### config.mk
export PLATFORM = sky130hd
export DESIGN_NAME = fsac_ctrl
export DESIGN_NICKNAME = d
export VERILOG_FILES = /design/src/rtl/fsac_ctrl.v
export VERILOG_INCLUDE_DIRS = /design/src /design/src/rtl
export SDC_FILE = /design/constraint.sdc
export NUM_CORES = 2
export LEC_CHECK = 0
export ABC_AREA = 1
export BUFFER_PORTS_ARGS = -buffer_cell sky130_fd_sc_hd__buf_2
export CORE_MARGIN = 3
export CORE_UTILIZATION = 45
export DETAILED_ROUTE_END_ITERATION = 6
export REMOVE_ABC_BUFFERS = 1
export SYNTH_ARGS = -nofsm -noshare
export SYNTH_HDL_FRONTEND = slang
export SYNTH_SLANG_ARGS = --single-unit
### constraint.sdc
create_clock -name core_clk_in -period 18.4 [get_ports core_clk_in]
set_clock_uncertainty 0.15 [all_clocks]
set_input_delay 0.92 -clock core_clk_in [delete_from_list [all_inputs] [get_ports core_clk_in]]
set_output_delay 0.92 -clock core_clk_in [all_outputs]
set_load 0.02 [all_outputs]
### src/rtl/fsac_map.vh
// Purpose: Register map, field positions and timing for the flash access
//          controller.
// Assumes: Included by the controller, its checker and its bench.
// Notes:   Byte addresses are word aligned on the APB bus.
`ifndef FSAC_MAP_VH
`define FSAC_MAP_VH

// ****************************************************************
// Register byte addresses
// ****************************************************************
`define FSAC_OFS_DATA_LOW   8'h00
`define FSAC_OFS_DATA_HIGH  8'h04
`define FSAC_OFS_ADDR_LOW   8'h08
`define FSAC_OFS_ADDR_HIGH  8'h0C
`define FSAC_OFS_CONTROL    8'h10
`define FSAC_OFS_UNLOCK     8'h14

// ****************************************************************
// Control register bit positions
// ****************************************************************
`define FSAC_BIT_RD          0
`define FSAC_BIT_WR          1
`define FSAC_BIT_ENABLE      2
`define FSAC_BIT_ERR         3
`define FSAC_BIT_FREE        4
`define FSAC_BIT_LATCH_ONLY  5
`define FSAC_BIT_CFG_SEL     6

// ****************************************************************
// Values
// ****************************************************************
`define FSAC_KEY_FIRST    8'h55
`define FSAC_KEY_SECOND   8'hAA
`define FSAC_BLANK_WORD   14'h3FFF
`define FSAC_UID_FIRST    15'h0000
`define FSAC_UID_LAST     15'h0003
`define FSAC_DEVID_ADDR   15'h0006
`define FSAC_CFG1_ADDR    15'h0007
`define FSAC_CFG2_ADDR    15'h0008
`define FSAC_ADDRH_FILL   1'h1
`define FSAC_DATAH_FILL   2'h0
`define FSAC_CTRL_FILL    1'h1

// ****************************************************************
// Timing
// ****************************************************************
`define FSAC_CLK_MHZ       100
`define FSAC_PROG_TIME_US  2000
`define FSAC_PROG_CYCLES   (`FSAC_PROG_TIME_US * `FSAC_CLK_MHZ)

`endif

### src/rtl/fsac_ctrl.v
// Purpose: Register-level controller for self reads, erases and writes of
//          program flash, and reads and user ID writes of the configuration space.
// Assumes: The flash array answers a read combinationally in the same cycle
//          and accepts one latch word per cycle while a row is written.
// Notes:   APB slave with zero wait states; one clock domain.
`timescale 1ns/1ns
`include "fsac_map.vh"

module fsac_ctrl #(
  parameter [31:0] PROG_CYCLES = `FSAC_PROG_CYCLES,
  parameter [13:0] DEVICE_ID   = 14'h1234 // Arbitrary identity value.
) (
  input  wire        core_clk_in,
  input  wire        rst_in,
  input  wire        psel_in,
  input  wire        penable_in,
  input  wire        pwrite_in,
  input  wire [7:0]  paddr_in,
  input  wire [31:0] pwdata_in,
  output wire        pready_out,
  output wire        pslverr_out,
  output wire [31:0] prdata_out,
  input  wire [13:0] cfg_word1_in,
  input  wire [13:0] cfg_word2_in,
  input  wire [13:0] flash_rdata_in,
  output wire        flash_rd_out,
  output wire [14:0] flash_raddr_out,
  output reg         flash_wr_out,
  output reg  [14:0] flash_waddr_out,
  output reg  [13:0] flash_wdata_out,
  output reg         flash_erase_out,
  output wire        busy_out
);

  localparam ST_IDLE  = 1'b0;
  localparam ST_BUSY  = 1'b1;
  localparam NLATCH   = 32;

  // ****************************************************************
  // State
  // ****************************************************************
  reg  [7:0]  data_lo_q;
  reg  [5:0]  data_hi_q;
  reg  [7:0]  addr_lo_q;
  reg  [6:0]  addr_hi_q;
  reg         config_space_select_q;
  reg         latch_load_only_q;
  reg         free_q;
  reg         err_q;
  reg         prog_erase_enable_q;
  reg         wr_q;
  reg         rd_q;
  reg  [1:0]  key_q;
  reg         st_q;
  reg         prog_q;
  reg  [31:0] tmr_q;
  reg  [5:0]  idx_q;
  reg  [13:0] latch_q [0:NLATCH-1];
  reg  [13:0] uid_q [0:3];
  reg  [31:0] prdata_q;
  reg         slverr_q;

  wire [14:0] addr_w  = {addr_hi_q, addr_lo_q};
  wire [13:0] word_w  = {data_hi_q, data_lo_q};
  wire        wr_acc  = psel_in & penable_in & pwrite_in;
  wire        setup   = psel_in & ~penable_in;
  wire        ctl_wr  = wr_acc & (paddr_in == `FSAC_OFS_CONTROL);
  wire        key_wr  = wr_acc & (paddr_in == `FSAC_OFS_UNLOCK);
  wire        wr_try  = ctl_wr & pwdata_in[`FSAC_BIT_WR];
  wire        rd_try  = ctl_wr & pwdata_in[`FSAC_BIT_RD];
  // Offset compare keeps the user ID window test free of an always-true
  // lower bound while the first user ID sits at address zero.
  wire        in_uid  = ((addr_w - `FSAC_UID_FIRST) <=
                         (`FSAC_UID_LAST - `FSAC_UID_FIRST));
  wire        unlocked = (key_q == 2'h2);

  // A start needs the key pair, the enable bit both held and written, and
  // an idle engine; a write that drops the enable never starts the engine.
  wire        start   = wr_try & unlocked & prog_erase_enable_q &
                        pwdata_in[`FSAC_BIT_ENABLE] &
                        (st_q == ST_IDLE) & ~wr_q;
  wire        last_tick = (tmr_q == PROG_CYCLES - 32'h1);

  // ****************************************************************
  // APB slave
  // ****************************************************************
  // Read data is captured in the setup phase so that the answer in the
  // access phase comes from flip-flops with no wait state.
  assign pready_out  = psel_in & penable_in;
  assign pslverr_out = slverr_q & psel_in & penable_in;
  assign prdata_out  = prdata_q;
  assign busy_out    = wr_q;

  always @(posedge core_clk_in or posedge rst_in) begin
    if (rst_in) begin
      prdata_q <= 32'h0;
      slverr_q <= 1'b0;
    end else if (setup) begin
      prdata_q <= 32'h0;
      slverr_q <= 1'b0;
      case (paddr_in)
        `FSAC_OFS_DATA_LOW:  prdata_q[7:0] <= data_lo_q;
        `FSAC_OFS_DATA_HIGH: prdata_q[7:0] <= {`FSAC_DATAH_FILL,
                                                data_hi_q};
        `FSAC_OFS_ADDR_LOW:  prdata_q[7:0] <= addr_lo_q;
        `FSAC_OFS_ADDR_HIGH: prdata_q[7:0] <= {`FSAC_ADDRH_FILL,
                                                addr_hi_q};
        `FSAC_OFS_CONTROL:   prdata_q[7:0] <= {`FSAC_CTRL_FILL,
                                                config_space_select_q,
                                                latch_load_only_q,
                                                free_q, err_q,
                                                prog_erase_enable_q,
                                                wr_q, rd_q};
        `FSAC_OFS_UNLOCK:    prdata_q[7:0] <= 8'h00;
        default:             slverr_q <= 1'b1;
      endcase
    end
  end

  // ****************************************************************
  // Unlock sequence
  // ****************************************************************
  // Any bus write other than the next key byte breaks the sequence, so a
  // stray write between the keys and the start bit leaves it locked.
  always @(posedge core_clk_in or posedge rst_in) begin
    if (rst_in) begin
      key_q <= 2'h0;
    end else if (key_wr && pwdata_in[7:0] == `FSAC_KEY_FIRST) begin
      key_q <= 2'h1;
    end else if (key_wr && key_q == 2'h1 &&
                 pwdata_in[7:0] == `FSAC_KEY_SECOND) begin
      key_q <= 2'h2;
    end else if (wr_acc) begin
      key_q <= 2'h0;
    end
  end

  // ****************************************************************
  // Config space read mux
  // ****************************************************************
  reg  [13:0] cfg_rd;
  reg         cfg_ok;
  always @* begin
    cfg_rd = 14'h0;
    cfg_ok = 1'b1;
    if (in_uid) begin
      cfg_rd = uid_q[addr_w[1:0]];
    end else if (addr_w == `FSAC_DEVID_ADDR) begin
      cfg_rd = DEVICE_ID;
    end else if (addr_w == `FSAC_CFG1_ADDR) begin
      cfg_rd = cfg_word1_in;
    end else if (addr_w == `FSAC_CFG2_ADDR) begin
      cfg_rd = cfg_word2_in;
    end else begin
      cfg_ok = 1'b0;
    end
  end

  // The array is read in the cycle after the start bit is set.
  assign flash_rd_out    = rd_q & ~config_space_select_q;
  assign flash_raddr_out = addr_w;

  // ****************************************************************
  // Data, address and control registers
  // ****************************************************************
  always @(posedge core_clk_in or posedge rst_in) begin
    if (rst_in) begin
      data_lo_q <= 8'h0;
      data_hi_q <= 6'h0;
      addr_lo_q <= 8'h0;
      addr_hi_q <= 7'h0;
      config_space_select_q <= 1'b0;
      latch_load_only_q     <= 1'b0;
      free_q                <= 1'b0;
      err_q                 <= 1'b0;
      prog_erase_enable_q   <= 1'b0;
      rd_q                  <= 1'b0;
    end else begin
      if (wr_acc && paddr_in == `FSAC_OFS_DATA_LOW) begin
        data_lo_q <= pwdata_in[7:0];
      end
      if (wr_acc && paddr_in == `FSAC_OFS_DATA_HIGH) begin
        data_hi_q <= pwdata_in[5:0];
      end
      if (wr_acc && paddr_in == `FSAC_OFS_ADDR_LOW) begin
        addr_lo_q <= pwdata_in[7:0];
      end
      if (wr_acc && paddr_in == `FSAC_OFS_ADDR_HIGH) begin
        addr_hi_q <= pwdata_in[6:0];
      end
      if (ctl_wr) begin
        config_space_select_q <= pwdata_in[`FSAC_BIT_CFG_SEL];
        latch_load_only_q     <= pwdata_in[`FSAC_BIT_LATCH_ONLY];
        prog_erase_enable_q   <= pwdata_in[`FSAC_BIT_ENABLE];
      end
      // Erase select: hardware clear on completion beats software.
      if (st_q == ST_BUSY && last_tick && !prog_q) begin
        free_q <= 1'b0;
      end else if (ctl_wr) begin
        free_q <= pwdata_in[`FSAC_BIT_FREE];
      end
      // Error flag: a set attempt of the start bit wins over everything.
      if (wr_try) begin
        err_q <= 1'b1;
      end else if (st_q == ST_BUSY && last_tick) begin
        err_q <= 1'b0;
      end else if (ctl_wr) begin
        err_q <= pwdata_in[`FSAC_BIT_ERR];
      end
      // Read start: set only by software, cleared after one cycle.
      if (rd_q) begin
        rd_q <= 1'b0;
        if (!config_space_select_q) begin
          data_lo_q <= flash_rdata_in[7:0];
          data_hi_q <= flash_rdata_in[13:8];
        end else if (cfg_ok) begin
          data_lo_q <= cfg_rd[7:0];
          data_hi_q <= cfg_rd[13:8];
        end else begin
          // An address outside the config windows reads back as zero.
          data_lo_q <= 8'h00;
          data_hi_q <= 6'h00;
        end
      end else if (rd_try && st_q == ST_IDLE) begin
        rd_q <= 1'b1;
      end
    end
  end

  // ****************************************************************
  // Write engine
  // ****************************************************************
  // The start bit stays high for the whole self-timed interval; the row
  // stream runs in the first cycles of it, one latch per cycle.
  always @(posedge core_clk_in or posedge rst_in) begin
    if (rst_in) begin
      st_q   <= ST_IDLE;
      wr_q   <= 1'b0;
      prog_q <= 1'b0;
      tmr_q  <= 32'h0;
      idx_q  <= 6'h0;
    end else begin
      case (st_q)
        ST_IDLE: begin
          tmr_q <= 32'h0;
          idx_q <= 6'h0;
          if (start) begin
            wr_q <= 1'b1;
            if (free_q) begin
              st_q   <= ST_BUSY;
              prog_q <= 1'b0;
            end else if (latch_load_only_q || config_space_select_q) begin
              st_q <= ST_IDLE;
            end else begin
              st_q   <= ST_BUSY;
              prog_q <= 1'b1;
            end
          end else begin
            wr_q <= 1'b0;
          end
        end
        ST_BUSY: begin
          tmr_q <= tmr_q + 32'h1;
          if (idx_q != NLATCH[5:0]) begin
            idx_q <= idx_q + 6'h1;
          end
          if (last_tick) begin
            st_q <= ST_IDLE;
            wr_q <= 1'b0;
          end
        end
        default: begin
          st_q <= ST_IDLE;
        end
      endcase
    end
  end

  // ****************************************************************
  // Array strobes
  // ****************************************************************
  // Addresses keep the row bits, so a row write never leaves its row.
  always @(posedge core_clk_in or posedge rst_in) begin
    if (rst_in) begin
      flash_wr_out    <= 1'b0;
      flash_waddr_out <= 15'h0;
      flash_wdata_out <= 14'h0;
      flash_erase_out <= 1'b0;
    end else begin
      flash_erase_out <= start & free_q &
                         ~config_space_select_q;
      flash_wr_out    <= (st_q == ST_BUSY) & prog_q &
                         (idx_q != NLATCH[5:0]);
      flash_waddr_out <= {addr_w[14:5], idx_q[4:0]};
      flash_wdata_out <= latch_q[idx_q[4:0]];
    end
  end

  // ****************************************************************
  // Write latches and user ID words
  // ****************************************************************
  genvar gi;
  generate
    for (gi = 0; gi < NLATCH; gi = gi + 1) begin : g_latch
      always @(posedge core_clk_in or posedge rst_in) begin
        if (rst_in) begin
          latch_q[gi] <= `FSAC_BLANK_WORD;
        end else if (st_q == ST_BUSY && last_tick) begin
          latch_q[gi] <= `FSAC_BLANK_WORD;
        end else if (start && !free_q && !config_space_select_q &&
                     addr_w[4:0] == gi) begin
          latch_q[gi] <= word_w;
        end
      end
    end
    for (gi = 0; gi < 4; gi = gi + 1) begin : g_uid
      always @(posedge core_clk_in or posedge rst_in) begin
        if (rst_in) begin
          uid_q[gi] <= `FSAC_BLANK_WORD;
        end else if (start && config_space_select_q && in_uid && !free_q &&
                     addr_w[1:0] == gi) begin
          uid_q[gi] <= word_w;
        end
      end
    end
  endgenerate

endmodule // fsac_ctrl

==> Word level (Yosys, flattened, before mapping) <==
Index checks and enable logic that the tools add are counted.
{ "totals": {"elab_cells": 347, "inputBits": 87, "regBits": 622} }
{ "classes": {"add_sub_neg": 2, "order_cmp": 3, "mux": 111, "bitwise_logic": 25, "reduce_logical": 97, "n_eq_ne": 51} }
{ "ops": {"columns": ["op", "count"], "rows": [
  ["$mux 14", 72],
  ["$eq 5x5->1 const B", 16],
  ["$bmux 14 s5", 1],
  ["$reduce_bool 2->1", 35],
  ["$pmux 32 s2", 1],
  ["$logic_and 1x1->1", 51],
  ["$eq 5x4->1 const B", 8],
  ["$pmux 8 s5", 1],
  ["$add 32x1->32 const B", 1],
  ["$eq 32x18->1 const B", 1],
  ["$mux 8", 4],
  ["$eq 15x3->1 const B", 2],
  ["$mux 6", 5],
  ["$bmux 14 s2", 1],
  ["$eq 5x3->1 const B", 4],
  ["$mux 1", 20],
  ["$and 1x1->1", 19],
  ["$eq 8x4->1 const B", 2],
  ["$eq 8x5->1 const B", 2],
  ["$eq 15x4->1 const B", 1],
  ["$le 15x2->1 const B", 1],
  ["$pmux 6 s2", 1],
  ["$eq 5x2->1 const B", 2],
  ["$eq 8x3->1 const B", 1],
  ["other kinds (24)", 37]
]} }

==> Depth between registers and ports, before layout <==
{ "depth": {"ltp_word": 14, "ltp_mapped": 13, "ltp_nobuf": 11} }

==> Worst setup path after synthesis <==
OpenSTA, ideal clock, no wires.
{ "synth_timing": {"kind": "input-to-reg", "start": "in paddr_in[3]", "end": "reg latch_q[181] (netlist name)", "setup_time_ps": 73, "path_stages": 13, "setup_slack_ps": 15840, "path_buffers": 3, "required_time_ps": 18177, "arrival_ps": 2337, "cell_sequence": "buf_6 -> nor2_4 -> nand2_2 -> nor2_4 -> nand3_4 -> nor2_8 -> buf_8 -> nand4_4 -> nand2_2 -> buf_6 -> nand2_1 -> nand2_1 -> inv_1"} }
{ "synth_between": {"elab_chain_cells": 12} }
{ "synth_rtl": {"columns": ["element", "line_no", "source"], "rows": [
  ["start, declared", "fsac_ctrl.v:18", "input wire [7:0] paddr_in,"],
  ["$eq 8x5->1", null, null],
  ["$and 1x1->1", "fsac_ctrl.v:67", "wire ctl_wr = wr_acc & (paddr_in == `FSAC_OFS_CONTROL);"],
  ["$and 1x1->1", "fsac_ctrl.v:69", "wire wr_try = ctl_wr & pwdata_in[`FSAC_BIT_WR];"],
  ["$and 1x1->1 (5 in a row)", "fsac_ctrl.v:79", "wire start = wr_try & unlocked & prog_erase_enable_q &"],
  ["$logic_and 1x1->1 (3 in a row)", "fsac_ctrl.v:310", "end else if (start && !free_q && !config_space_select_q &&"],
  ["$reduce_bool 2->1 (no line)", null, null],
  ["end signal, assigned by index", "fsac_ctrl.v:307", "latch_q[gi] <= `FSAC_BLANK_WORD;"],
  ["end signal, assigned by index", "fsac_ctrl.v:309", "latch_q[gi] <= `FSAC_BLANK_WORD;"],
  ["end signal, assigned by index", "fsac_ctrl.v:312", "latch_q[gi] <= word_w;"],
  ["end, declared", "fsac_ctrl.v:58", "reg [13:0] latch_q [0:NLATCH-1];"]
]} }
Every way passes these cells.
A chain may end at the register's enable or synchronous reset.

==> Worst setup path after layout <==
{ "layout_timing": {"start": "reg tmr_q[0]", "end": "reg latch_q[9] (netlist name)"} }
{ "layout_between": {"elab_chain_cells": 3, "elab_cells_between_ends": 4, "cone_classes": "eq/ne: 1; mux: 1; reduce/logical: 2"} }
{ "layout_rtl": {"columns": ["element", "line_no", "source"], "rows": [
  ["start, declared", "fsac_ctrl.v:56", "reg [31:0] tmr_q;"],
  ["start signal, assigned", "fsac_ctrl.v:263", "tmr_q <= tmr_q + 32'h1;"],
  ["$eq 32x18->1 *", "fsac_ctrl.v:82", "wire last_tick = (tmr_q == PROG_CYCLES - 32'h1);"],
  ["$logic_and 1x1->1 *", "fsac_ctrl.v:308", "end else if (st_q == ST_BUSY && last_tick) begin"],
  ["$mux 14 / $reduce_bool 2->1 (equally long branches)", null, null]
]} }
Mark *: on every way between the ends. The rest lies on a longest branch, timed or not.

==> flow_metrics.env <==
export IMPL_run_status="complete, no violations"
export IMPL_timing_critical_path_mode_cell="sky130_fd_sc_hd__nand2_1"
export IMPL_via_count_of_the_first_global_routing_pass=28600
export IMPL_clk_latency_ns=0.62
export IMPL_synth_area_per_cell_um2=7.25
export IMPL_critical_path_slowest_cell="sky130_fd_sc_hd__buf_4"
export IMPL_post_synth_instance_area_um2=35600
export IMPL_worst_setup_path_type="register to register"
export IMPL_synthDominantCellAreaShare_pct=37.2
export IMPL_rr_endpoint="latch_q[9]"
export IMPL_synth_top_cells_by_area="sky130_fd_sc_hd__dfstp_2 (37%), sky130_fd_sc_hd__nand2_1 (14%), sky130_fd_sc_hd__inv_1 (11%)"
export IMPL_post_place_ws_ns=14.06
export IMPL_unrepaired_setup_endpoints_after_global_routing="no"
export IMPL_viasPerCell=5.17
export IMPL_postSynth_asyncResetShare_pct=100
export IMPL_tritoncts="yes"
export IMPL_start_kind="register"
export IMPL_grt_start_max_net_pins=194
export IMPL_clkPwrFrac_pct=49.9
export IMPL_grt_pass1_wl_um=170000
export IMPL_totalNegativeSetupSlack_ns=0
export IMPL_design_core_area_um2=77800
export IMPL_met3_wirelength_um=6450
export IMPL_number_of_nets_still_failing_antenna_checks_after_routing=0
export IMPL_cts_hold_buffers=0
export IMPL_clk_pin_slew_ns=0.06
export IMPL_power_per_cell_area_nw_per_um2=77.0
export IMPL_timing_slew_headroom_pct=29.9
export IMPL_timing_fmax_ghz=0.232
export IMPL_clk_path_buf_depth=3
export IMPL_nNetsFinal=4923
export IMPL_num_antenna_cells=0
export IMPL_detail_route_wirelength_um=109000
export IMPL_cts_buffers=74
export IMPL_fp_dieW_um=287
export IMPL_area_delta_synth_final_pct=8.65
export IMPL_dr_total_vias=30700
export IMPL_dp_final_hpwl_um=66700
export IMPL_synth_top_cell_by_area="sky130_fd_sc_hd__dfstp_2"
export IMPL_grt_ovfl_total=0
export IMPL_synth_cell_count_leaders="sky130_fd_sc_hd__nand2_1 (1373), sky130_fd_sc_hd__inv_1 (1014), sky130_fd_sc_hd__nand3_1 (643)"
export IMPL_worst_r2r_path_depth=13
export IMPL_total_power_mw=2.97
export IMPL_dr_max_layer_used="met4"
export IMPL_synth_yosys_seq_area_share_pct=45.6
export IMPL_power_static_leakage_nw=20.2
export IMPL_drive_gt1_share_pct=17.7
export IMPL_worst_ep_required_time_ns=18.81
export IMPL_min_delay_path_class="primary input to async pin"
export IMPL_cellInternalPower_mw=2.28
export IMPL_filler_cell_count=7772
export IMPL_cts_repair_timing_setup_buffer_count=0
export IMPL_die_height_um=287
export IMPL_detailed_route_wire_length_on_metal_1_um=50000
export IMPL_antenna_violations_before_repair=1
export IMPL_synth_flop_cell="sky130_fd_sc_hd__dfstp_2"
export IMPL_cts_max_level=3
export IMPL_r2r_start="tmr_q[0]"
export IMPL_remaining_drc_errors=0
export IMPL_drv_cap=0
export IMPL_firstDrtPassIters=6
export IMPL_fp_row_count=102
export IMPL_stdcell_area_um2=38600
export IMPL_pwr_share_comb_pct=3.6
export IMPL_finalMaxSlewViolations=0
export IMPL_setup_reg_to_reg_worst_slack_ns=14.09
export IMPL_routedWlPerCell_um=18.4
export IMPL_dieArea_um2=82400
export IMPL_synth_warning_count=0
export IMPL_sequentialPowerShare_pct=46.6
export IMPL_clkSinkCount=622
export IMPL_global_placement_routability_congestion=0.924
export IMPL_setup_slack_ns=14.09
export IMPL_area_of_placed_instances_um2=36200
export IMPL_syn_inst=4903
export IMPL_post_route_min_period_ns=4.31
export IMPL_final_core_util_pct=49.6
export IMPL_synthDistinctLibCells=48
export IMPL_wl_met2_um=49400
export IMPL_critical_path_max_stage_delay_ns=0.68
export IMPL_top_level_i_o_count=169
export IMPL_min_period_over_period_pct=23.4
export IMPL_clock_tree_root_cell="sky130_fd_sc_hd__clkbuf_16"
export IMPL_setup_violations=0
export IMPL_port_buf_inserts=120
export IMPL_cp_capture_type="register"
export IMPL_hold_viol=0
export IMPL_power_share_switching_pct=23.3
export IMPL_crit_chain="ha_1 -> nand2_1 -> nor2_4 -> nand2_1 -> nor2_1 -> nand4_1 -> buf_4 -> buf_12 -> buf_4 -> nand2_1 -> nand2_1 -> nand2_1 -> inv_1"
export IMPL_resized_cells_post_cts=0
export IMPL_worst_max_slew_pin_slew_ns=1.05
export IMPL_cp_arrival_ns=4.72
export IMPL_irDropWorstVdd_v=0.0000701
export IMPL_critical_path_max_fanout=167
export IMPL_yosysMostFrequentCell="sky130_fd_sc_hd__nand2_1"
export IMPL_total_switching_power_uw=692
export IMPL_synth_edff_count=0
export IMPL_track_usage_pct=26.2
export IMPL_drtIter0Drc=2928
export IMPL_ys_seq_elements=622
export IMPL_floorplan_initialDensity_pct=45.7
area by class of cell:
class	instances	area [um^2]	share of cell area [%]
clock buffers	116	2300	5.94
clock inverters	17	158	0.408
inverters	1021	3840	9.95
multi-input cells	2948	13800	35.8
flip-flops and latches	622	16200	41.9
well taps	1040	1300	3.37
repair buffers	166	996	2.58
worst max-delay path, delay by kind of cell (launching register included):
kind          cells  cell delay, ns
buf+inv           4            1.88
simple gates      8            1.37
flops             1            0.40
fa+ha+maj         1            0.22
placed cells by master (no fill, tap or decap), drive strengths merged, types with 24 or more instances in the layout:
cell type,Yosys,routed
nor2,185,185
nand4,123,123
a21oi,138,138
o211ai,43,43
dfrtp,118,118
nor3,28,28
inv,1017,1017
nand3,644,644
buf,219,166
clkbuf,116,116
o21ai,261,261
o22ai,54,54
nand2,1402,1402
dfstp,504,504
conb,1,24
worst max path at each step:
stage / cells after the start / start / to / slack (ns)
final: 13 / tmr_q[0] / latch_q[9] / 14.09
after detailed placement: 12 / paddr_in[1] / latch_q[9] / 14.06
after floorplan: 1 / rst_in / addr_hi_q[0] / 0.75
after global placement: 12 / paddr_in[1] / latch_q[1] / 14.10
after global routing: 13 / tmr_q[0] / latch_q[0] / 13.85
after CTS: 13 / tmr_q[0] / latch_q[9] / 14.19
cell families after synthesis:
| kind of cell | Yosys count | synth area share, % |
|---|---|---|
| and+or+nand+nor | 2392 | 30.3 |
| buffers and inverters | 1356 | 15.8 |
| DFF | 622 | 45.6 |
| AOI/OAI and AO/OA | 511 | 7.78 |
| xor gates and xnor gates | 18 | 0.443 |
| adders and majority gates | 3 | 0.106 |
| other | 1 | 0.0105 |
per-layer routing:
metal	up-vias	track usage, %
met5	-	0
met4	0	7.37
met3	187	3.70
met2	920	41.4
met1	14600	37.6
li1	14900	-
metrics by stage:
step | instances | hold WS, ns
floorplan | 4591 | 0.245
global placement | 5797 | 0.291
detailed placement | 5797 | 0.300
CTS | 5930 | 0.245
global route | 5930 | 0.263
finish | 5930 | 0.219
state kept, by name, summed over array words and instances (netlist names), 2 cells and up:
signal           flops
idx_q                6
key_q                2
latch_q            448
addr_hi_q            7
tmr_q               32
data_lo_q            8
uid_q               56
flash_waddr_out     15
prdata_out           8
addr_lo_q            8
data_hi_q            6
flash_wdata_out     14
power groups by stage:
stage / Combinational, mW / Clock [mW] / Sequential [mW]
6_report: 0.106 / 1.48 / 1.38
5_1_grt: 0.116 / 1.57 / 1.38
3_5_place_dp: 0.107 / 0 / 1.40
2_1_floorplan: 0.0538 / 0 / 1.40
4_1_cts: 0.107 / 1.51 / 1.38
3_3_place_gp: 0.107 / 0 / 1.40
Power figures use the tool's default switching activity.
